**src/inc/pump_cfg.svh**
```systemverilog
// Timing constants and switch positions for the pump run-permission block.
// Assumes a single 10 MHz system clock; included by bare name.
`ifndef PUMP_CFG_SVH
`define PUMP_CFG_SVH

// ----------------------------------------------------------------------------
// Clock
// ----------------------------------------------------------------------------
`define CLK_PERIOD_NS 100
`define SECOND_NS 1000000000
`define TICK_CYCLES (`SECOND_NS / `CLK_PERIOD_NS)

// ----------------------------------------------------------------------------
// Delay lengths in minutes and seconds
// ----------------------------------------------------------------------------
`define DEFAULT_DELAY_MIN 3
`define LONG_DELAY_MIN 10
`define LONGEST_DELAY_MIN 30
`define STRETCH_LIMIT_MIN 14
`define OVERCURRENT_HOLD_MIN 3
`define SECONDS_PER_MIN 60
`define DEFAULT_DELAY_S (`DEFAULT_DELAY_MIN * `SECONDS_PER_MIN)
`define LONG_DELAY_S (`LONG_DELAY_MIN * `SECONDS_PER_MIN)
`define LONGEST_DELAY_S (`LONGEST_DELAY_MIN * `SECONDS_PER_MIN)
`define STRETCH_LIMIT_S (`STRETCH_LIMIT_MIN * `SECONDS_PER_MIN)
`define OVERCURRENT_HOLD_S (`OVERCURRENT_HOLD_MIN * `SECONDS_PER_MIN)
`define SCREEN_INTERVAL_S 4

// ----------------------------------------------------------------------------
// Configuration switch positions (bit 0 is switch 1)
// ----------------------------------------------------------------------------
`define SW_REMOTE_POL 0
`define SW_WATER_POL 1
`define SW_DELAY_10 2
`define SW_DELAY_30 3
`define SW_FREEZE 6

// ----------------------------------------------------------------------------
// Widths
// ----------------------------------------------------------------------------
`define SECONDS_W 12
`define DIV_W 24
`define SCREEN_W 3

`endif

```
**src/inc/pump_pkg.sv**
```systemverilog
// Types shared by the pump run-permission block.
// Assumes pump_cfg.svh is on the include path.
`include "pump_cfg.svh"

package pump_pkg;

  // ----------------------------------------------------------------------------
  // Over-current hold-off states
  // ----------------------------------------------------------------------------
  typedef enum logic [1:0] {
    OC_IDLE  = 2'b00,
    OC_HOLD  = 2'b01,
    OC_RETRY = 2'b10
  } oc_state_type;

  // ----------------------------------------------------------------------------
  // Display screens
  // ----------------------------------------------------------------------------
  typedef enum logic [`SCREEN_W-1:0] {
    SCR_STARTUP = 3'h0,
    SCR_STATUS  = 3'h1,
    SCR_INPUT   = 3'h2,
    SCR_SPEED   = 3'h3,
    SCR_DUTY    = 3'h4,
    SCR_POWER   = 3'h5
  } screen_type;

endpackage : pump_pkg

```
**src/verilog/tick_divider.sv**
```systemverilog
// One-cycle enable pulse every CYCLES clocks.
// Assumes one free-running system clock.
`timescale 1ns/1ps
`include "pump_cfg.svh"

module tick_divider #(
  parameter int CYCLES = `TICK_CYCLES
) (
  input wire logic clk,
  input wire logic rst_n,
  output logic tick
);

  logic [`DIV_W-1:0] count_reg;
  logic [`DIV_W-1:0] count_next;
  logic tick_next;

  always_comb begin
    if (count_reg == `DIV_W'(CYCLES - 1)) begin
      count_next = '0;
      tick_next = 1'b1;
    end else begin
      count_next = count_reg + `DIV_W'(1);
      tick_next = 1'b0;
    end
  end

  always_ff @(posedge clk or negedge rst_n) begin
    if (!rst_n) begin
      count_reg <= '0;
      tick <= 1'b0;
    end else begin
      count_reg <= count_next;
      tick <= tick_next;
    end
  end

endmodule : tick_divider

```
**src/verilog/second_countdown.sv**
```systemverilog
// Countdown in whole seconds, held at its load value while load is high.
// Assumes tick is a one-cycle pulse once a second.
`timescale 1ns/1ps
`include "pump_cfg.svh"

module second_countdown (
  input wire logic clk,
  input wire logic rst_n,
  input wire logic tick,
  input wire logic load,
  input wire logic [`SECONDS_W-1:0] load_value,
  output logic busy,
  output logic done
);

  logic [`SECONDS_W-1:0] count_reg;
  logic [`SECONDS_W-1:0] count_next;
  logic done_next;

  always_comb begin
    count_next = count_reg;
    done_next = 1'b0;
    if (load) begin
      count_next = load_value;
    end else if (tick && count_reg != '0) begin
      count_next = count_reg - `SECONDS_W'(1);
      done_next = (count_reg == `SECONDS_W'(1));
    end
  end

  always_ff @(posedge clk or negedge rst_n) begin
    if (!rst_n) begin
      count_reg <= '0;
      done <= 1'b0;
    end else begin
      count_reg <= count_next;
      done <= done_next;
    end
  end

  assign busy = (count_reg != '0);

endmodule : second_countdown

```
**src/verilog/pump_interlock_restart_timer.sv**
```systemverilog
// Run permission, restart delay, over-current retry and display stepping
// for a solar pump motor controller.
// Assumes all inputs are synchronous to clk and contact inputs are debounced.
// Outputs are registered and follow their cause one clock later.
//
// How it works
// - Switch1 off: remote closed stops pump
// - Switch1 on: remote closed needed to run
// - Switch2 selects water probe polarity likewise
// - Probe wet: off until dry plus delay
// - One delay timer serves both stop inputs
// - No delay switch: default delay, parameterised
// - Switch3 ten minutes, switch4 thirty minutes
// - Hold-off may stretch up to fourteen minutes
// - Over-current switches the pump off
// - Over-current: three minutes off, then retry
// - Over-current lights error, shows message
// - Retries repeat without limit
// - Switch7 off: screens step at fixed interval
// - Switch7 on: display holds current screen
// - Switch7 on at power-up: start-up screen only
`timescale 1ns/1ps
`include "pump_cfg.svh"

module pump_interlock_restart_timer
  import pump_pkg::*;
#(
  parameter int TICK_CYCLES = `TICK_CYCLES,
  parameter int DEFAULT_DELAY_S = `DEFAULT_DELAY_S
) (
  input wire logic clk,
  input wire logic rst_n,
  input wire logic run_switch,
  input wire logic [7:0] config_switch,
  input wire logic remote_contact_input,
  input wire logic water_probe_input,
  input wire logic over_current,
  output logic pump_run,
  output logic remote_stop_indicator,
  output logic error_indicator,
  output logic over_current_message,
  output logic [`SCREEN_W-1:0] screen_select
);

  // ----------------------------------------------------------------------------
  // Second tick
  // ----------------------------------------------------------------------------
  // One shared enable: every timer counts whole seconds, so the first
  // second of any delay may fall short by up to one tick period.
  logic sec_tick;

  tick_divider #(
    .CYCLES(TICK_CYCLES)
  ) u_sec_divider (
    .clk(clk),
    .rst_n(rst_n),
    .tick(sec_tick)
  );

  // ----------------------------------------------------------------------------
  // Contact qualification
  // ----------------------------------------------------------------------------
  // Contact inputs are high while the terminal is shorted to ground.
  // A broken wire reads as open, which runs the pump with switch 1 off.
  logic remote_stop;
  logic water_stop;
  logic stop_active;

  always_comb begin
    if (config_switch[`SW_REMOTE_POL]) begin
      remote_stop = !remote_contact_input;
    end else begin
      remote_stop = remote_contact_input;
    end
    if (config_switch[`SW_WATER_POL]) begin
      water_stop = !water_probe_input;
    end else begin
      water_stop = water_probe_input;
    end
    stop_active = remote_stop || water_stop;
  end

  // ----------------------------------------------------------------------------
  // Restart delay length
  // ----------------------------------------------------------------------------
  // A stop that returns while the delay is still running lengthens the next
  // delay by one default step, capped, so a chattering float cannot hammer
  // the motor. Only the default setting stretches; the long settings do not.
  // The stretched length is capped at fourteen minutes.
  logic [`SECONDS_W-1:0] base_delay;
  logic [`SECONDS_W-1:0] stretch_reg;
  logic [`SECONDS_W-1:0] stretch_next;
  logic [`SECONDS_W:0] stretch_sum;
  logic stop_seen_reg;
  logic stop_seen_next;
  logic delay_busy;
  logic delay_done;
  logic stop_rise;

  always_comb begin
    // Switch 4 wins when both long settings are on.
    if (config_switch[`SW_DELAY_30]) begin
      base_delay = `SECONDS_W'(`LONGEST_DELAY_S);
    end else if (config_switch[`SW_DELAY_10]) begin
      base_delay = `SECONDS_W'(`LONG_DELAY_S);
    end else begin
      base_delay = `SECONDS_W'(DEFAULT_DELAY_S);
    end
  end

  always_comb begin
    stop_rise = stop_active && !stop_seen_reg;
    stop_seen_next = stop_active;
    stretch_sum = {1'b0, stretch_reg} + {1'b0, `SECONDS_W'(DEFAULT_DELAY_S)};
    stretch_next = stretch_reg;
    if (config_switch[`SW_DELAY_30] || config_switch[`SW_DELAY_10]) begin
      stretch_next = base_delay;
    end else if (stop_rise && delay_busy) begin
      if (stretch_sum > {1'b0, `SECONDS_W'(`STRETCH_LIMIT_S)}) begin
        stretch_next = `SECONDS_W'(`STRETCH_LIMIT_S);
      end else begin
        stretch_next = stretch_sum[`SECONDS_W-1:0];
      end
    end else if (delay_done || stretch_reg < base_delay) begin
      stretch_next = base_delay;
    end
  end

  always_ff @(posedge clk or negedge rst_n) begin
    if (!rst_n) begin
      stretch_reg <= '0;
      stop_seen_reg <= 1'b0;
    end else begin
      stretch_reg <= stretch_next;
      stop_seen_reg <= stop_seen_next;
    end
  end

  // ----------------------------------------------------------------------------
  // Shared restart delay timer
  // ----------------------------------------------------------------------------
  // Held loaded while any stop is present; it counts only once the stop clears.
  // Reloading on every stop means a brief contact bounce restarts the delay.
  second_countdown u_restart_delay (
    .clk(clk),
    .rst_n(rst_n),
    .tick(sec_tick),
    .load(stop_active),
    .load_value(stretch_next),
    .busy(delay_busy),
    .done(delay_done)
  );

  // ----------------------------------------------------------------------------
  // Over-current hold-off
  // ----------------------------------------------------------------------------
  // The hold is 180 whole seconds; the tick phase makes it up to one second
  // shorter than that, never longer.
  oc_state_type oc_state_reg;
  oc_state_type oc_state_next;
  logic oc_load;
  logic oc_busy;
  logic oc_done;
  logic error_next;
  logic oc_message_next;

  second_countdown u_oc_hold (
    .clk(clk),
    .rst_n(rst_n),
    .tick(sec_tick),
    .load(oc_load),
    .load_value(`SECONDS_W'(`OVERCURRENT_HOLD_S)),
    .busy(oc_busy),
    .done(oc_done)
  );

  always_comb begin
    oc_state_next = oc_state_reg;
    oc_load = 1'b0;
    case (oc_state_reg)
      OC_IDLE: begin
        if (over_current && pump_run) begin
          oc_state_next = OC_HOLD;
          oc_load = 1'b1;
        end
      end
      OC_HOLD: begin
        // Not busy also catches a hold that never got its load.
        if (oc_done || !oc_busy) begin
          oc_state_next = OC_RETRY;
        end
      end
      OC_RETRY: begin
        // A retry that trips again re-enters the hold, any number of times.
        if (over_current && pump_run) begin
          oc_state_next = OC_HOLD;
          oc_load = 1'b1;
        end else if (pump_run) begin
          // A clean start ends the retry.
          oc_state_next = OC_IDLE;
        end
      end
      default: begin
        oc_state_next = OC_IDLE;
      end
    endcase
    // Indicator and message are not latched; both drop when the hold ends.
    error_next = (oc_state_next == OC_HOLD);
    oc_message_next = (oc_state_next == OC_HOLD);
  end

  always_ff @(posedge clk or negedge rst_n) begin
    if (!rst_n) begin
      oc_state_reg <= OC_IDLE;
      error_indicator <= 1'b0;
      over_current_message <= 1'b0;
    end else begin
      oc_state_reg <= oc_state_next;
      error_indicator <= error_next;
      over_current_message <= oc_message_next;
    end
  end

  // ----------------------------------------------------------------------------
  // Run permission
  // ----------------------------------------------------------------------------
  // Switches 5, 6 and 8 are expected off and are not looked at.
  logic run_next;
  logic stop_ind_next;

  // Over-current is left out of the terms on purpose: a retry has to start
  // the motor so that a current still above the limit trips the hold again.
  always_comb begin
    run_next = run_switch;
    if (stop_active || delay_busy) begin
      run_next = 1'b0;
    end
    if (oc_state_next == OC_HOLD) begin
      run_next = 1'b0;
    end
    stop_ind_next = stop_active || delay_busy;
  end

  always_ff @(posedge clk or negedge rst_n) begin
    if (!rst_n) begin
      pump_run <= 1'b0;
      remote_stop_indicator <= 1'b0;
    end else begin
      pump_run <= run_next;
      remote_stop_indicator <= stop_ind_next;
    end
  end

  // ----------------------------------------------------------------------------
  // Display stepping
  // ----------------------------------------------------------------------------
  // The start-up screen shows after reset for one interval, then the status
  // screens rotate. Freezing at power-up pins the start-up screen.
  // Freezing stops the interval timer too, so the phase resumes where it left.
  // Only screens 1 to 5 rotate; the start-up screen is never revisited.
  logic [`SECONDS_W-1:0] screen_timer_reg;
  logic [`SECONDS_W-1:0] screen_timer_next;
  logic [`SCREEN_W-1:0] screen_next;
  logic startup_hold_reg;
  logic startup_hold_next;
  logic freeze;

  always_comb begin
    freeze = config_switch[`SW_FREEZE];
    startup_hold_next = startup_hold_reg && freeze;
    screen_timer_next = screen_timer_reg;
    screen_next = screen_select;
    if (startup_hold_reg) begin
      screen_next = SCR_STARTUP;
      screen_timer_next = '0;
    end else if (!freeze && sec_tick) begin
      if (screen_timer_reg == `SECONDS_W'(`SCREEN_INTERVAL_S - 1)) begin
        screen_timer_next = '0;
        if (screen_select == SCR_POWER) begin
          screen_next = SCR_STATUS;
        end else begin
          screen_next = screen_select + `SCREEN_W'(1);
        end
      end else begin
        screen_timer_next = screen_timer_reg + `SECONDS_W'(1);
      end
    end
    // Frozen: neither timer nor screen move.
  end

  always_ff @(posedge clk or negedge rst_n) begin
    if (!rst_n) begin
      screen_timer_reg <= '0;
      screen_select <= SCR_STARTUP;
      startup_hold_reg <= 1'b1;
    end else begin
      screen_timer_reg <= screen_timer_next;
      screen_select <= screen_next;
      startup_hold_reg <= startup_hold_next;
    end
  end

endmodule : pump_interlock_restart_timer

```
**config.mk**
```make
export PLATFORM = sky130hd
export DESIGN_NAME = pump_interlock_restart_timer
export DESIGN_NICKNAME = d
export VERILOG_FILES = /design/src/inc/pump_pkg.sv /design/src/verilog/tick_divider.sv /design/src/verilog/second_countdown.sv /design/src/verilog/pump_interlock_restart_timer.sv
export VERILOG_INCLUDE_DIRS = /design/src /design/src/inc
export SDC_FILE = /design/constraint.sdc
export NUM_CORES = 1
export LEC_CHECK = 0
export ABC_AREA = 1
export BUFFER_PORTS_ARGS = -buffer_cell sky130_fd_sc_hd__buf_2
export CELL_PAD_IN_SITES_DETAIL_PLACEMENT = 1
export CELL_PAD_IN_SITES_GLOBAL_PLACEMENT = 1
export CORE_MARGIN = 1
export CORE_UTILIZATION = 30
export CTS_CLUSTER_DIAMETER = 50
export DETAILED_ROUTE_END_ITERATION = 6
export GPL_TIMING_DRIVEN = 0
export PLACE_DENSITY = 0.62
export REMOVE_ABC_BUFFERS = 1
export SLEW_MARGIN = 30
export SYNTH_ARGS = -nofsm -noshare
export SYNTH_HDL_FRONTEND = slang
export SYNTH_SLANG_ARGS = --single-unit
```
**constraint.sdc**
```tcl
create_clock -name clk -period 3.25 [get_ports clk]
set_input_delay 0.4875 -clock clk [delete_from_list [all_inputs] [get_ports clk]]
set_output_delay 0.4875 -clock clk [all_outputs]
set_load 0.05 [all_outputs]
```
==> flow_metrics.env <==
export IMPL_status="finished, final reports clean"
export IMPL_critPathKind="in -> reg"
export IMPL_cp_top_family="simple AND/OR/NAND/NOR gates"
export IMPL_largest_register_ff_count=24
export IMPL_dp_hpwl_mm=9.96
export IMPL_slew_viol_final=0
export IMPL_worstSetupEndpoint="u_restart_delay.count_reg[8]$_DFFE_PN0P_"
export IMPL_cts_buffers=9
export IMPL_fin_setup_tns_ns=0
export IMPL_die_w_um=134
export IMPL_period_needed_ns=2.35
export IMPL_die_h_um=134
export IMPL_rsz0062_at_grt="no"
export IMPL_fillers=2081
export IMPL_hold_class="in -> reg"
export IMPL_cap_violations=0
export IMPL_area_sequential_um2=2130
export IMPL_initial_utilization_pct=31.1
export IMPL_crit_buf_inv=3
export IMPL_grt_max_degree=67
export IMPL_max_clock_freq_mhz=425
export IMPL_ys_types=54
export IMPL_gp_congestion=0.802
export IMPL_cp_slowest_cell="ha_1"
export IMPL_track_usage_pct=15.9
export IMPL_grt_pass1_wl_mm=22.9
export IMPL_cts_max_level=3
export IMPL_clkPwrFrac_pct=44.1
export IMPL_grt_ovfl_total=0
export IMPL_synth_cells=674
export IMPL_finalHoldViolations=0
export IMPL_antenna_found_initial=0
export IMPL_endpoint_kind="register"
export IMPL_area_growth_pct=13.8
export IMPL_antenna_cells=0
export IMPL_r2r_start="stretch_reg[10]$_DFF_PN0_"
export IMPL_worstPathCellList="buf_2 -> clkinv_1 -> ha_1 -> inv_1 -> nor2_1 -> nand2_1 -> nor2_1 -> nand2_1 -> nand3_2 -> nand2_4 -> nand2_2 -> nand3_2 -> nand3_2 -> nand2_2 -> nand2_2 -> nand2_2"
export IMPL_placedCellCount=908
export IMPL_port_buffers=17
export IMPL_clock_sinks=85
export IMPL_dieArea_um2=18000
export IMPL_yosysMostFrequentCell="nand2_1"
export IMPL_arrival_ns=2.59
export IMPL_synth_area_um2=5230
export IMPL_rows=47
export IMPL_wirelength_mm=12.9
export IMPL_powerDensity_nw_per_um2=458
export IMPL_power_frac_comb_pct=14.2
export IMPL_cp_max_fo=9
export IMPL_ys_flop_type="dfrtp_1"
export IMPL_seqPwrFrac_pct=41.8
export IMPL_critPathRequiredTime_ns=3.49
export IMPL_drc=0
export IMPL_dr_pass1_iters=4
export IMPL_max_stage_delay_ns=0.40
export IMPL_setup_viol=0
export IMPL_synth_edf_count=0
export IMPL_tightest_slew_ns=0.536
export IMPL_r2r_setup_slack_ns=1.17
export IMPL_worstSetupStartpointType="input pin"
export IMPL_finClkSkew_ns=0.00916
export IMPL_power_switching_w=0.000751
export IMPL_critPathLaunch="config_switch[3]"
export IMPL_pin_count=21
export IMPL_first_iter_violations=163
export IMPL_cts_hold_buffers=1
export IMPL_r2r_cells=14
export IMPL_ir_drop_uv=233
export IMPL_synthArstFlopShare_pct=100
export IMPL_path_clk_slew_ns=0.07
export IMPL_holdPathStages=3
export IMPL_clock_root_buffer="clkbuf_16"
export IMPL_layout_drive_gt1_share_pct=14.9
export IMPL_core_area_um2=16800
export IMPL_clk_path_buf_depth=2
export IMPL_slew_headroom_pct=64.2
export IMPL_grt_pass1_vias=4790
export IMPL_period_share_pct=72.4
export IMPL_synth_seq_cells=85
export IMPL_avgSynthCellArea_um2=7.76
export IMPL_vias_per_cell=4.81
export IMPL_via_count=4451
export IMPL_multi_input_area_um2=2650
export IMPL_yosys_top_cells_area="dfrtp_1 (40%), nand2_1 (10%), inv_1 (7.0%), nand3_1 (4.7%), nor2_1 (4.4%)"
export IMPL_p_int_w=0.00198
export IMPL_yosys_top_cells_count="nand2_1 (143), inv_1 (98), dfrtp_1 (84), nor2_1 (61), nand3_1 (49)"
export IMPL_ctsResizeCount=0
export IMPL_r2r_end="u_restart_delay.count_reg[8]$_DFFE_PN0P_"
export IMPL_cts_tree="done"
export IMPL_final_cells=925
export IMPL_ant_nets=0
export IMPL_yosys_warnings=0
export IMPL_switching_share_pct=27.5
export IMPL_wl_per_cell_um=13.9
export IMPL_crit_top_cell="nand2_2"
export IMPL_insertion_delay_ns=0.35
export IMPL_synth_top_area_share_pct=40.2
export IMPL_p_leak_nw=2.82
export IMPL_yosys_area_top_type="dfrtp_1"
export IMPL_nets=730
export IMPL_yosysSeqAreaShare_pct=40.7
export IMPL_path_depth=16
export IMPL_cts_post_setup_buffers_inserted=0
[placed cells by master (no fill, tap or decap), types with 2 or more instances in the layout]
cell type  netlist  final
nand2_1        143    143
inv_1           98     98
dfrtp_1         84     84
nor2_1          61     61
nand3_1         49     49
o21ai_0         32     32
xor2_1          22     22
nor3_1          21     21
a21oi_1         17     17
ha_1            16     16
buf_2            1     16
nor2_2          15     15
inv_2           11     11
nand2_2         11     11
nand4_1         11     11
nor4_1           9      9
clkbuf_16        0      9
nand3_2          8      8
nand2_4          5      5
o21ai_1          4      4
a31oi_1          4      4
xnor2_1          4      4
nand3b_1         4      4
nor2_4           3      3
or2_2            3      3
nor3_2           3      3
bufinv_16        0      3
clkinv_4         0      3
o21a_1           2      2
o211ai_1         2      2
o41ai_1          2      2
nor4_2           2      2
nor3b_1          2      2
[through the flow]
stage / hold WS [ns] / worst slack, ns / total power [W] / utilization, % / area (µm²)
3_5_place_dp: 0.350 / 0.472 / 0.00155 / 33.3 / 5590
6_report: 0.330 / 0.898 / 0.00273 / 35.4 / 5950
2_1_floorplan: 0.192 / 1.16 / 0.00143 / - / 5200
3_3_place_gp: 0.445 / 0.563 / 0.00153 / 33.1 / 5560
4_1_cts: 0.311 / 0.849 / 0.00278 / 35.4 / 5950
5_1_grt: 0.326 / 0.633 / 0.00287 / 35.4 / 5950
[logic make-up after synthesis]
kind of cell,after synthesis,share of synthesized area (%)
XOR/XNOR,27,4.66
AO/OA/AOI/OAI,73,8.16
buffers and inverters,116,8.71
AND/OR/NAND/NOR,357,33.9
flip-flops,85,40.7
adder cells (fa/ha/maj),16,3.83
[final cells by class]
class | count | share of cell area, %
well taps | 220 | 4.62
repair buffers | 19 | 2.17
clock inverters | 7 | 2.08
multi-input cells | 473 | 44.5
flip-flops and latches | 85 | 35.8
inverters | 112 | 7.13
clock buffers | 9 | 3.78
[worst reg2reg max path, stage by stage, from the launching register on]
cell and delay [ns]:
dfrtp_1 0.44, ha_1 0.30, inv_1 0.04, nor2_1 0.23, nand2_1 0.12, nor2_1 0.11
nand2_1 0.08, nand3_2 0.12, nand2_4 0.12, nand2_2 0.10, nand3_2 0.06, nand3_2 0.08
nand2_2 0.07, nand2_2 0.07, nand2_2 0.05
[layer usage]
layer  part of all wire [%]  vias up  track usage, %
met5                      0        -               0
met4                    1.3        0            4.06
met3                    2.0       14            3.29
met2                     49       32            26.9
met1                     48     2176            20.6
li1                       -     2229               -
[power by group through the flow]
stage / Sequential (W) / Combinational, W / Clock, W
final: 0.00114 / 0.000386 / 0.00120
after global routing: 0.00115 / 0.000445 / 0.00128
after detailed placement: 0.00116 / 0.000391 / 0
after CTS: 0.00114 / 0.000394 / 0.00125
after floorplan: 0.00115 / 0.000283 / 0
after global placement: 0.00116 / 0.000376 / 0
[worst min-delay path by stage]
stage                                                 endpoint  slack (ns)                                 start
final                               startup_hold_reg$_DFF_PN1_        0.33                      config_switch[6]
after floorplan                      oc_state_reg[0]$_DFF_PN0_        0.19                                 rst_n
after detailed placement       screen_timer_reg[4]$_DFFE_PN0P_        0.35                                 rst_n
after global placement    u_sec_divider.count_reg[0]$_DFF_PN0_        0.44  u_sec_divider.count_reg[0]$_DFF_PN0_
after CTS                           startup_hold_reg$_DFF_PN1_        0.31                      config_switch[6]
after global routing                startup_hold_reg$_DFF_PN1_        0.33                      config_switch[6]
No activity file was read; power rests on OpenSTA's default activity.
